File: src/core/phy_regs_pkg.sv
// Purpose: Shared constants and types for the PHY management register slice
// Assumes: 25 MHz system clock, APB with 32-bit data
// Notes: Register indices are word indices; byte address is four times the index
package phy_regs_pkg;
    // Clock and time base
    localparam int unsigned CLK_FREQ_HZ = 25_000_000;
    localparam int unsigned MS_PER_S = 1000;
    // Transmit pulse intervals, as printed
    localparam int unsigned TX_INT_00_S = 1;
    localparam int unsigned TX_INT_01_MS = 768;
    localparam int unsigned TX_INT_10_MS = 512;
    localparam int unsigned TX_INT_11_MS = 256;
    // Receive wake gap limits, as printed
    localparam int unsigned RX_GAP_00_MS = 64;
    localparam int unsigned RX_GAP_01_MS = 256;
    localparam int unsigned RX_GAP_10_MS = 512;
    localparam int unsigned RX_GAP_11_S = 1;
    // Bus widths
    localparam int ADDR_W = 8;
    localparam int DATA_W = 32;
    localparam int REG_W = 16;
    // Register indices
    localparam logic [5:0] IDX_BASIC_CTRL = 6'h00;
    localparam logic [5:0] IDX_RX_NEXT_PAGE = 6'h08;
    localparam logic [5:0] IDX_ACCESS_CTRL = 6'h0D;
    localparam logic [5:0] IDX_ADDR_DATA = 6'h0E;
    localparam logic [5:0] IDX_PD_CFG = 6'h10;
    localparam logic [5:0] IDX_MODE_CTRL = 6'h11;
    // Field positions
    localparam int SOFT_RST_BIT = 15;
    localparam int FUNC_LO = 14;
    localparam int TARGET_DEVICE_SELECT_W = 5;
    localparam int CFG_TX_EN = 15;
    localparam int CFG_TX_INT_LO = 13;
    localparam int CFG_SINGLE = 12;
    localparam int CFG_RX_INT_LO = 10;
    localparam int CFG_INDEP = 3;
    localparam int MODE_PD_EN = 13;
    localparam int MODE_PD_STATE = 1;
    // Manageable devices and their storage
    localparam logic [4:0] TARGET_DEVICE_SELECT_PCS = 5'h03;
    localparam logic [4:0] TARGET_DEVICE_SELECT_AN = 5'h07;
    localparam int MMD_IDX_W = 4;
    localparam int MMD_DEPTH = 16;
    // Reset values
    localparam logic [15:0] ADDR_DATA_RST = 16'h0000;
    localparam logic [1:0] FIELD2_RST = 2'h0;

    typedef enum logic [1:0] {
        FUNC_ADDRESS = 2'b00,
        FUNC_DATA = 2'b01,
        FUNC_RSVD_A = 2'b10,
        FUNC_RSVD_B = 2'b11
    } mmd_func_t;

    typedef enum logic {
        PD_ACTIVE = 1'b0,
        PD_SLEEP = 1'b1
    } pd_state_t;

    // Received page, laid out as the register reads
    typedef struct packed {
        logic next_page;
        logic ack;
        logic msg_page;
        logic ack2;
        logic toggle;
        logic [10:0] code;
    } np_page_t;

    typedef struct packed {
        logic psel;
        logic penable;
        logic pwrite;
        logic [ADDR_W-1:0] paddr;
        logic [DATA_W-1:0] pwdata;
    } apb_req_t;

    typedef struct packed {
        logic pready;
        logic pslverr;
        logic [DATA_W-1:0] prdata;
    } apb_rsp_t;

    // Byte address of a register index
    function automatic logic [ADDR_W-1:0] reg_addr(input logic [5:0] idx);
        return {idx, 2'b00};
    endfunction

    // Transmit pulse period in ms
    function automatic int unsigned tx_interval_ms(input logic [1:0] code);
        case (code)
            2'b00: return TX_INT_00_S * MS_PER_S;
            2'b01: return TX_INT_01_MS;
            2'b10: return TX_INT_10_MS;
            default: return TX_INT_11_MS;
        endcase
    endfunction

    // Longest gap between two wake pulses in ms
    function automatic int unsigned rx_gap_ms(input logic [1:0] code);
        case (code)
            2'b00: return RX_GAP_00_MS;
            2'b01: return RX_GAP_01_MS;
            2'b10: return RX_GAP_10_MS;
            default: return RX_GAP_11_S * MS_PER_S;
        endcase
    endfunction
endpackage

File: src/core/nlp_pulse_timer.sv
// Purpose: Periodic link pulse generator
// Assumes: Period given in clock cycles, at least one
// Notes: First pulse comes one full period after run rises
module nlp_pulse_timer (
    // Clock and reset
    input wire logic clk_sys,
    input wire logic rst,
    // Control
    input wire logic run,
    input wire logic [31:0] period_cyc,
    // Pulse out
    output logic pulse
);
    import phy_regs_pkg::*;

    logic [31:0] cnt_reg;
    logic [31:0] cnt_next;
    logic wrap;

    // Wrap when the period is used up
    assign wrap = (cnt_reg + 32'h1) >= period_cyc;
    assign cnt_next = wrap ? 32'h0 : cnt_reg + 32'h1;

    // Counter restarts whenever run drops, so no stale phase
    always_ff @(posedge clk_sys)
    begin
        if (rst || !run)
        begin
            cnt_reg <= 32'h0;
            pulse <= 1'b0;
        end
        else
        begin
            cnt_reg <= cnt_next;
            pulse <= wrap;
        end
    end
endmodule // nlp_pulse_timer

File: src/core/nlp_wake_detect.sv
// Purpose: Wake detection from received link pulses
// Assumes: nlp_rx is a one-cycle pulse per received link pulse
// Notes: Gap limit is inclusive
module nlp_wake_detect (
    // Clock and reset
    input wire logic clk_sys,
    input wire logic rst,
    // Control
    input wire logic armed,
    input wire logic single_mode,
    input wire logic [31:0] max_gap_cyc,
    // Line events
    input wire logic nlp_rx,
    output logic wake
);
    import phy_regs_pkg::*;

    logic seen_reg;
    logic [31:0] gap_reg;
    logic in_time;
    logic fire;

    // Second pulse counts only inside the gap limit
    assign in_time = gap_reg <= max_gap_cyc;
    assign fire = nlp_rx && (single_mode || (seen_reg && in_time));

    // Disarmed detector forgets any half-seen pair
    always_ff @(posedge clk_sys)
    begin
        if (rst || !armed)
        begin
            seen_reg <= 1'b0;
            gap_reg <= 32'h0;
            wake <= 1'b0;
        end
        else
        begin
            wake <= fire;
            if (nlp_rx)
            begin
                seen_reg <= !fire;
                gap_reg <= 32'h0;
            end
            else if (seen_reg)
            begin
                seen_reg <= in_time;
                gap_reg <= gap_reg + 32'h1;
            end
        end
    end
endmodule // nlp_wake_detect

File: src/core/phy_nextpage_mmd_energy_detect_powerdown_regs.sv
// Purpose: PHY next-page view, indirect device access and power-down pulse control
// Assumes: APB slave, one wait-free access phase; line inputs synchronous to clk_sys
// Notes: CYCLES_PER_MS may be lowered in simulation to shorten pulse timing
module phy_nextpage_mmd_energy_detect_powerdown_regs #(
    parameter int unsigned CYCLES_PER_MS = phy_regs_pkg::CLK_FREQ_HZ / phy_regs_pkg::MS_PER_S
) (
    // Clock and reset
    input wire logic clk_sys,
    input wire logic rst,
    // Register bus
    input wire phy_regs_pkg::apb_req_t apb_req,
    output phy_regs_pkg::apb_rsp_t apb_rsp,
    // Next page from the partner
    input wire logic np_rx_valid,
    input wire phy_regs_pkg::np_page_t np_rx_page,
    // Line side power-down
    input wire logic line_idle,
    input wire logic peer_port_asleep,
    input wire logic nlp_rx,
    output logic nlp_tx,
    output logic pd_asleep
);
    import phy_regs_pkg::*;

    // Register state
    np_page_t np_reg;
    mmd_func_t func_reg;
    logic [TARGET_DEVICE_SELECT_W-1:0] target_device_select_reg;
    logic [REG_W-1:0] mmd_addr_reg;
    logic [REG_W-1:0] mmd_mem [2][MMD_DEPTH];
    logic tx_en_reg;
    logic [1:0] tx_int_reg;
    logic single_reg;
    logic [1:0] rx_int_reg;
    logic indep_reg;
    logic pd_en_reg;
    logic wake_hold_reg;
    pd_state_t state_reg;
    pd_state_t state_next;
    apb_rsp_t rsp_next;

    // Bus decode
    logic setup;
    logic commit;
    logic wr;
    logic hit_basic;
    logic hit_np;
    logic hit_acc;
    logic hit_ad;
    logic hit_cfg;
    logic hit_mode;
    logic hit_any;
    logic [REG_W-1:0] wdata;
    logic soft_rst;

    assign setup = apb_req.psel && !apb_req.penable;
    assign commit = apb_req.psel && apb_req.penable && apb_rsp.pready;
    assign wr = commit && apb_req.pwrite;
    assign wdata = apb_req.pwdata[REG_W-1:0];
    assign hit_basic = apb_req.paddr == reg_addr(IDX_BASIC_CTRL);
    assign hit_np = apb_req.paddr == reg_addr(IDX_RX_NEXT_PAGE);
    assign hit_acc = apb_req.paddr == reg_addr(IDX_ACCESS_CTRL);
    assign hit_ad = apb_req.paddr == reg_addr(IDX_ADDR_DATA);
    assign hit_cfg = apb_req.paddr == reg_addr(IDX_PD_CFG);
    assign hit_mode = apb_req.paddr == reg_addr(IDX_MODE_CTRL);
    assign hit_any = hit_basic | hit_np | hit_acc | hit_ad | hit_cfg | hit_mode;
    assign soft_rst = wr && hit_basic && wdata[SOFT_RST_BIT];

    // Indirect access decode
    logic dev_known;
    logic dev_sel;
    logic word_ok;
    logic mode_addr;
    logic mode_data;
    logic [MMD_IDX_W-1:0] word_idx;
    logic [REG_W-1:0] mmd_word;

    assign dev_known = (target_device_select_reg == TARGET_DEVICE_SELECT_PCS) || (target_device_select_reg == TARGET_DEVICE_SELECT_AN);
    assign dev_sel = target_device_select_reg == TARGET_DEVICE_SELECT_AN;
    // Only the low words are backed; the rest read zero, ignore writes
    assign word_ok = mmd_addr_reg[REG_W-1:MMD_IDX_W] == '0;
    assign word_idx = mmd_addr_reg[MMD_IDX_W-1:0];
    assign mode_addr = func_reg == FUNC_ADDRESS;
    assign mode_data = func_reg == FUNC_DATA;
    assign mmd_word = (dev_known && word_ok) ? mmd_mem[dev_sel][word_idx] : '0;

    // Read value of each register, upper half zero
    logic [REG_W-1:0] rd_acc;
    logic [REG_W-1:0] rd_ad;
    logic [REG_W-1:0] rd_cfg;
    logic [REG_W-1:0] rd_mode;
    logic [REG_W-1:0] rd_val;

    assign rd_acc = {func_reg, {(REG_W - 2 - TARGET_DEVICE_SELECT_W){1'b0}}, target_device_select_reg};
    // Data mode reads the latched word
    assign rd_ad = mode_addr ? mmd_addr_reg : (mode_data ? mmd_word : '0);
    assign rd_cfg = {tx_en_reg, tx_int_reg, single_reg, rx_int_reg,
                     {(CFG_RX_INT_LO - CFG_INDEP - 1){1'b0}}, indep_reg,
                     {CFG_INDEP{1'b0}}};
    assign rd_mode = REG_W'((REG_W'(pd_en_reg) << MODE_PD_EN)
                     | (REG_W'(state_reg == PD_SLEEP) << MODE_PD_STATE));
    assign rd_val = hit_np ? np_reg
                  : hit_acc ? rd_acc
                  : hit_ad ? rd_ad
                  : hit_cfg ? rd_cfg
                  : hit_mode ? rd_mode
                  : '0;

    // Answer registered in setup, valid through the access phase
    assign rsp_next.pready = setup;
    assign rsp_next.pslverr = setup && !hit_any;
    assign rsp_next.prdata = (setup && !apb_req.pwrite) ? DATA_W'(rd_val) : '0;

    always_ff @(posedge clk_sys)
    begin
        if (rst)
            apb_rsp <= '0;
        else
            apb_rsp <= rsp_next;
    end

    // Received page capture
    // Whole page at once
    always_ff @(posedge clk_sys)
    begin
        if (rst)
            np_reg <= '0;
        else if (np_rx_valid)
            np_reg <= np_rx_page;
    end

    // Access control register
    // Function field write
    always_ff @(posedge clk_sys)
    begin
        if (rst)
        begin
            func_reg <= FUNC_ADDRESS;
            target_device_select_reg <= '0;
        end
        else if (wr && hit_acc)
        begin
            func_reg <= mmd_func_t'(wdata[REG_W-1:FUNC_LO]);
            target_device_select_reg <= wdata[TARGET_DEVICE_SELECT_W-1:0];
        end
    end

    always_ff @(posedge clk_sys)
    begin
        if (rst)
            mmd_addr_reg <= ADDR_DATA_RST;
        else if (wr && hit_ad && mode_addr)
            mmd_addr_reg <= wdata;
    end

    // Device storage; reset keeps reads defined
    // Data write at latched address
    always_ff @(posedge clk_sys)
    begin
        if (rst)
        begin
            for (int d = 0; d < 2; d++)
                for (int w = 0; w < MMD_DEPTH; w++)
                    mmd_mem[d][w] <= '0;
        end
        else if (wr && hit_ad && mode_data && dev_known && word_ok)
            mmd_mem[dev_sel][word_idx] <= wdata;
    end

    // Power-down configuration
    // Soft reset restores defaults
    always_ff @(posedge clk_sys)
    begin
        if (rst || soft_rst)
        begin
            tx_en_reg <= 1'b0;
            tx_int_reg <= FIELD2_RST;
            single_reg <= 1'b0;
            rx_int_reg <= FIELD2_RST;
            indep_reg <= 1'b0;
        end
        else if (wr && hit_cfg)
        begin
            tx_en_reg <= wdata[CFG_TX_EN];
            tx_int_reg <= wdata[CFG_TX_INT_LO+:2];
            single_reg <= wdata[CFG_SINGLE];
            rx_int_reg <= wdata[CFG_RX_INT_LO+:2];
            indep_reg <= wdata[CFG_INDEP];
        end
    end

    // Power-down mode enable; not tied to soft reset
    always_ff @(posedge clk_sys)
    begin
        if (rst)
            pd_en_reg <= 1'b0;
        else if (wr && hit_mode)
            pd_en_reg <= wdata[MODE_PD_EN];
    end

    // Pulse timing in cycles
    logic [31:0] tx_period_cyc;
    logic [31:0] rx_gap_cyc;
    logic wake;
    logic tx_run;
    logic asleep;

    assign tx_period_cyc = 32'(tx_interval_ms(tx_int_reg) * CYCLES_PER_MS);
    assign rx_gap_cyc = 32'(rx_gap_ms(rx_int_reg) * CYCLES_PER_MS);
    assign asleep = state_reg == PD_SLEEP;
    // Pulses only when enabled and asleep
    assign tx_run = tx_en_reg && pd_en_reg && asleep && (indep_reg || peer_port_asleep);

    // Sleep state: wake holds until the line shows energy, so no bounce back
    always_comb
    begin
        state_next = state_reg;
        case (state_reg)
            PD_ACTIVE:
                if (pd_en_reg && line_idle && !wake_hold_reg)
                    state_next = PD_SLEEP;
            PD_SLEEP:
                if (wake || !pd_en_reg)
                    state_next = PD_ACTIVE;
            default:
                state_next = PD_ACTIVE;
        endcase
    end

    always_ff @(posedge clk_sys)
    begin
        if (rst)
        begin
            state_reg <= PD_ACTIVE;
            wake_hold_reg <= 1'b0;
            pd_asleep <= 1'b0;
        end
        else
        begin
            state_reg <= state_next;
            wake_hold_reg <= wake || (wake_hold_reg && line_idle);
            pd_asleep <= state_next == PD_SLEEP;
        end
    end

    // Link pulse generator
    nlp_pulse_timer u_tx (
        .clk_sys(clk_sys),
        .rst(rst),
        .run(tx_run),
        .period_cyc(tx_period_cyc),
        .pulse(nlp_tx)
    );

    nlp_wake_detect u_wake (
        .clk_sys(clk_sys),
        .rst(rst),
        .armed(asleep),
        .single_mode(single_reg),
        .max_gap_cyc(rx_gap_cyc),
        .nlp_rx(nlp_rx),
        .wake(wake)
    );
endmodule // phy_nextpage_mmd_energy_detect_powerdown_regs

File: config.mk
export PLATFORM = sky130hd
export DESIGN_NAME = phy_nextpage_mmd_energy_detect_powerdown_regs
export DESIGN_NICKNAME = d
export VERILOG_FILES = /design/src/core/phy_regs_pkg.sv /design/src/core/nlp_pulse_timer.sv /design/src/core/nlp_wake_detect.sv /design/src/core/phy_nextpage_mmd_energy_detect_powerdown_regs.sv
export SDC_FILE = /design/constraint.sdc
export NUM_CORES = 1
export LEC_CHECK = 0
export CORE_MARGIN = 2
export CORE_UTILIZATION = 50
export CTS_CLUSTER_SIZE = 8
export DETAILED_ROUTE_END_ITERATION = 6
export DONT_BUFFER_PORTS = 1
export REMOVE_ABC_BUFFERS = 1
export SYNTH_ARGS = -nofsm -noshare
export SYNTH_HDL_FRONTEND = slang
export SYNTH_SLANG_ARGS = --single-unit
File: constraint.sdc
create_clock -name clk_sys -period 11.32 [get_ports clk_sys]
set_clock_uncertainty 0.05 [all_clocks]
set_input_delay 0.566 -clock clk_sys [delete_from_list [all_inputs] [get_ports clk_sys]]
set_output_delay 0.566 -clock clk_sys [all_outputs]
set_load 0.02 [all_outputs]
Yosys cells after proc, flatten, opt, wreduce, memory -nomap -nowiden
Memory sizes are Yosys's and may differ from the RTL's.
Index checks and enable logic that the tools add are counted.
Storage, ports and cells
  flip-flop bits (word level): 150
  bits in latches: 0
  RAM bits: 512
  bits in read-only memories: 0
  input port bits: 65
  output and inout port bits: 36
  logic and storage cells: 135
  memories kept: 1
Memories
  mmd_mem: words 2, bits a word 256, rd ports 1, clocked after memory_dff 0, wr ports 2, RTL line phy_nextpage_mmd_energy_detect_powerdown_regs.sv:30  | logic [REG_W-1:0] mmd_mem [2][MMD_DEPTH];
Operators by class
  add/sub/neg operators: 2
  multiply operators: 2
  divide/modulo/power cells: 0
  order comparisons: 4
  equal/unequal tests: 12
  shift-type cells: 0
  multiplexer cells: 28
  bitwise gates (word level): 9
  reduce and logical (&&, ||, !) cells: 51
Operators by type and width (count)
  $mux 256: 3
  $reduce_or 256->1: 1
  $mux 16: 10
  $add 32x1->32 const B: 2
  $bmux 16 s4: 1
  $demux 16 s4: 1
  $mul 32x12->29 const B: 2
  $pmux 10 s3: 2
  $ge 32x32->1: 1
  $le 32x32->1: 1
  $logic_and 1x1->1: 26
  $eq 8x6->1 const B: 3
  $eq 8x7->1 const B: 2
  $mux 14: 1
  $or 14x2->14: 1
  $logic_not 12->1: 1
  $mux 1: 9
  $logic_not 1->1: 8
  $logic_not 8->1: 1
  $logic_or 1x1->1: 8
  $eq 2x1->1 const B: 3
  $logic_not 2->1: 3
  $reduce_or 2->1: 3
  $eq 5x2->1 const B: 1
  8 further kinds: 14

Depth between registers and ports, before layout
  word-level depth: 12
  mapped depth: 21
  depth with buffers taken out: 21

By module
From an unflattened synthesis, not the netlist that was laid out.
Second synthesis, totals
  cells, all modules: 2711
  area total of the unflattened synthesis: 30524.3 um^2
By module, submodules not included
  phy_nextpage_mmd_energy_detect_powerdown_regs: instances 1, cells an instance 2160, area each 25737.2 um^2, seq. area each 16716.0 um^2
  nlp_pulse_timer: instances 1, cells an instance 271, area each 2468.6 um^2, seq. area each 660.6 um^2
  nlp_wake_detect: instances 1, cells an instance 280, area each 2318.5 um^2, seq. area each 680.7 um^2

Least setup slack after synthesis
Ideal clock, no wire load.
  path type: register to register
  start: register tx_int_reg[0]
  end: register u_tx.cnt_reg[16]
  library setup time: 116 ps
  arrival: 4361 ps
  required time: 11154 ps
  setup slack: 6793 ps
  stages on the path, launching flop included: 22
  buffers on the path: 1
  clock period less this slack: 4527 ps
  cell sequence: dfxtp_1 -> inv_1 -> ha_1 -> ha_1 -> inv_1 -> ha_1 -> nor2b_1 -> ha_1 -> ha_1 -> o21a_1 -> a211oi_1 -> xnor2_1 -> nand3_1 -> xnor2_1 -> ha_1 -> and4_1 -> nand2_1 -> or4_1 -> a31oi_1 -> a2111oi_4 -> clkbuf_1 -> and3_1
On the way
  cells in the longest elaborated chain, start to end: 5
  elaborated cells on any way between the ends: 7
  those cells by class: mul: 1; order compare: 1; eq/ne: 2; mux: 1; reduce/logical: 2
Ends and longest elaborated chain
  start, declared: RTL line phy_nextpage_mmd_energy_detect_powerdown_regs.sv:32  | logic [1:0] tx_int_reg;
  start signal, assigned: RTL line phy_nextpage_mmd_energy_detect_powerdown_regs.sv:185  | tx_int_reg <= wdata[CFG_TX_INT_LO+:2];
  $eq 2x2->1, or another cell as far along: RTL line phy_regs_pkg.sv:92  | case (code)
  $pmux 10 s3 *: RTL line phy_regs_pkg.sv:92
  $mul 32x12->29 *: RTL line phy_nextpage_mmd_energy_detect_powerdown_regs.sv:208  | assign tx_period_cyc = 32'(tx_interval_ms(tx_int_reg) * CYCLES_PER_MS);
  $ge 32x32->1 *: RTL line nlp_pulse_timer.sv:21  | assign wrap = (cnt_reg + 32'h1) >= period_cyc;
  $reduce_or 2->1 (no line) *
  end signal, assigned: RTL line nlp_pulse_timer.sv:34  | cnt_reg <= cnt_next;
  end, declared: RTL line nlp_pulse_timer.sv:16  | logic [31:0] cnt_reg;
Every way passes the cells marked *; elsewhere a longest branch is shown, timed or not.
A chain may end at the register's enable or synchronous reset.

Worst setup path in the final report
  start: register tx_int_reg[0]
  end: register u_tx.cnt_reg[7]
Same word-level chain as after synthesis.

==> metrics.md <==
| Metric | Value |
|---|---|
| Outcome | `finished clean` |
| Setup TNS | `0 ns` |
| CP endpoint kind | `flip-flop` |
| Ys async rst share | `0` |
| Yosys Warn Count | `0` |
| 1st-iter DRT viols | `around 1.9k` |
| CP required | `between 10 and 15 ns` |
| DRC viols | `0` |
| Area of the core | `58700 sq um` |
| CP startpoint | `tx_int_reg[0]$_SDFFE_PP0P_` |
| Fmax | `around 180 MHz` |
| Fin. max-slew vios | `0` |
| Die W | `approximately 250 microns` |
| Routed length per placed instance | `27.1 microns` |
| DRT antenna net count | `0` |
| Share of cells above drive strength 1 | `0.119` |
| WS Path Type | `flip-flop to flip-flop` |
| Gpl congestion | `~0.88` |
| Vias | `19.2k` |
| Final setup fails | `0` |
| Worst setup path endpoint | `u_tx.cnt_reg[7]$_SDFF_PP0_` |
| Gr ovfl total | `0` |
| CTS Sinks | `about 650` |
| Cell Rows | `89` |
| Post-Syn Area per Cell | `roughly 12 sq um` |
| # IOs | `approximately 100` |
| H-tree levels | `3` |
| Flop2flop setup slack | `5.76 ns` |
| Fraction of the mapped netlist area in adder cells | `0.0267` |
| Synth-to-layout area growth | `10.4%` |
| Nature of the critical path startpoint | `flip-flop` |
| Clock Tree Root | `clkbuf_16` |
| Synth Area in Compound Gates | `0.0785` |
| Mapped Area | `29500 sq um` |
| RSZ-0062 raised after global routing | `false` |
| Nets | `2455` |
| Min Tclk post-route | `5.56 ns` |
| CTS Buffer Depth | `3` |
| Port bufs | `0` |
| Met1 global-route usage | `0.369` |
| Final core occ | `0.555` |
| Post-synthesis register bit count | `approximately 650` |
| Post-synthesis sequential area ratio | `0.613` |
| VDD IR-drop max | `approximately 0.00012 V` |
| Post-layout power | `between 5 and 6 mW` |
| Vias per cell | `6.08` |
| Top FF cell, synth | `edfxtp_1` |
| Initial Utilization | `0.502` |
| R2r startpoint | `tx_int_reg[0]$_SDFFE_PP0P_` |
| Max FO, Critical Path | `18` |
| Pwr per Cell Area | `162 nW/um^2` |
| Post-Synth Simple-Gate Area | `0.169` |
| Hold Fails Final Rpt | `0` |
| Synth top cells by count | `512 x edfxtp_1, 295 x and2_1, 184 x nand2_1` |
| Post-synth EDFFs | `between 500 and 600` |
| Largest net degree at the start of global routing | `a little over 70` |
| Unique masters post-synth | `a little under 80` |
| Number of max-cap violations | `0` |
| XOR/XNOR Fraction of Synth Area | `0.0172` |
| Post_cts resized | `0` |
| Leading post-synthesis cells by cell area | `edfxtp_1 52%, dfxtp_1 9.1%, and2_1 6.3%` |
| Met3 GRT Util | `0.0886` |
| Tightest Pin Transition | `around 1.5 ns` |
| CP arrival | `6.07 ns` |
| Hold Crit Class | `primary input to flip-flop` |
| Met2 Use GR | `0.446` |
| Mux cell area share after synthesis | `0.0640` |
| Share of the synthesized area in the top cell type | `0.522` |
| Worst skew pair latency | `about 0.64 ns` |
| Detailed placer's ending HPWL | `~50 mm` |
| Total Routed Length | `approximately 85 mm` |
| Synth area leader | `edfxtp_1` |
| Die ar. | `slightly above 60000 sq um` |
| CTS tree | `built` |
| Die Ht | `between 200 and 250 microns` |
| Number of buffers inserted during clock tree synthesis | `90` |
| Total leakage power | `roughly 12 nW` |
| First-pass GRT wire length | `roughly 120 mm` |
| Main combinational cell family by area after synthesis | `simple AND/OR/NAND/NOR gates` |
| Clk pin slew, worst setup/hold paths | `0.05 ns` |
| Cell with the most instances after synthesis | `edfxtp_1` |
| GR Util All Layers | `0.284` |
| Register-to-Register Path Depth | `20` |
| Worst R2R End | `u_tx.cnt_reg[7]$_SDFF_PP0_` |
| First drt pass iteration count | `5` |
| Initial antenna violation count | `6` |
| Slew HR | `0.0235` |
| Post-synthesis instance total | `~2.4k` |
| Period utilisation layout | `0.491` |
| Max reg flops | `roughly 510` |
| Vias in the first global route | `about 19k` |
| Most used routing layer in global routing | `met2` |
power breakdown:
group	internal, mW	switching [mW]	leakage, nW
logic	0.0369	0.0845	4.36
clock network	1.49	0.985	1.22
registers	2.64	0.0248	6.15
critical path, stage by stage, from the launching register on:
cell       delay (ns)
dfxtp_1          0.46
inv_1            0.15
ha_1             0.35
ha_1             0.34
inv_1            0.04
ha_1             0.17
nor2b_1          0.14
ha_1             0.28
ha_1             0.22
o21a_1           0.18
a211oi_1         0.26
xnor2_1          0.16
nand3_1          0.11
xnor2_1          0.19
ha_1             0.27
and4_1           0.20
a221oi_1         0.28
o21ai_0          0.19
a2111oi_4        0.85
nand2_1          0.41
nor2_1           0.20
cell usage in the layout (no fill, tap or decap), types with 6 or more instances in the layout:
cell,n
o21ai_0,47
xor2_1,32
a211oi_1,20
nor2_4,12
nor2b_1,10
nand3_1,88
xnor2_1,26
nor3_1,22
dfxtp_1,132
inv_1,28
nand4_1,34
mux2_2,58
ha_1,63
or2_2,23
mux2i_1,76
o21bai_2,12
clkbuf_16,93
a22oi_1,26
a221oi_1,14
a21oi_1,68
mux4_2,21
buf_4,26
and3_1,35
o31ai_1,7
o221ai_1,51
nand2b_1,8
and2_1,293
a211o_1,6
a31oi_1,14
o22ai_1,24
nand2_1,183
and4_1,9
nor2_1,124
conb_1,24
edfxtp_1,512
nor4_1,13
clkbuf_1,42
timing repair:
item / 4_1_cts / 5_1_grt
hold buffers: 3 / 0
endpoints found under the hold margin: 44 / 0
setup buffers: 0 / 0
metal layers:
layer	wire length, microns	vias up
li1	-	8600
met1	33700	9486
met2	39000	875
met3	9390	192
met4	3240	4
met5	25	-
through the flow:
| stage | setup WS, ns | cells | hold slack, ns | cell area (sq um) |
|---|---|---|---|---|
| floorplan | 5.26 | 2206 | 0.386 | 28700 |
| global route | 5.27 | 3147 | 0.0157 | 32500 |
| CTS | 5.74 | 3147 | 0.00101 | 32500 |
| finish | 5.76 | 3149 | 0.0328 | 32600 |
| global placement | 5.91 | 3005 | 0.403 | 30000 |
| detailed placement | 5.76 | 3005 | 0.412 | 30000 |
area by class of cell:
cell class                 count  area [sq um]
clock inverter                 4          57.6
timing repair buffer          29           235
fill                        4896         26100
sequential                   646         18100
clock buffer                 135          2480
antenna                        2          5.00
tap                          773           967
inverter                      28           105
multi-input combinational   1532         10600
kinds of logic (layout without fill, tap and decap cells):
| family | Yosys count | after routing |
|---|---|---|
| other | 1 | 26 |
| buffers and inverters | 205 | 196 |
| and+or+nand+nor | 900 | 900 |
| DFF | 646 | 646 |
| AOI/OAI and AO/OA | 332 | 332 |
| xor gates and xnor gates | 58 | 58 |
| adders and majority gates | 63 | 63 |
| muxes | 155 | 155 |
worst min-delay path by stage:
stage / endpoint / slack, ns / cells past startpoint / from
global route: mmd_addr_reg[15]$_SDFFE_PP0P_ / 0.02 / 2 / apb_req[15]
CTS: mmd_addr_reg[1]$_SDFFE_PP0P_ / 0.001 / 2 / apb_req[1]
finish: mmd_addr_reg[15]$_SDFFE_PP0P_ / 0.03 / 2 / apb_req[15]
floorplan: target_device_select_reg[3]$_SDFFE_PP0P_ / 0.39 / 2 / target_device_select_reg[3]$_SDFFE_PP0P_
global placement: mmd_addr_reg[15]$_SDFFE_PP0P_ / 0.40 / 2 / mmd_addr_reg[15]$_SDFFE_PP0P_
detailed placement: mmd_addr_reg[15]$_SDFFE_PP0P_ / 0.41 / 2 / mmd_addr_reg[15]$_SDFFE_PP0P_
No activity file was read; power rests on OpenSTA's default activity.
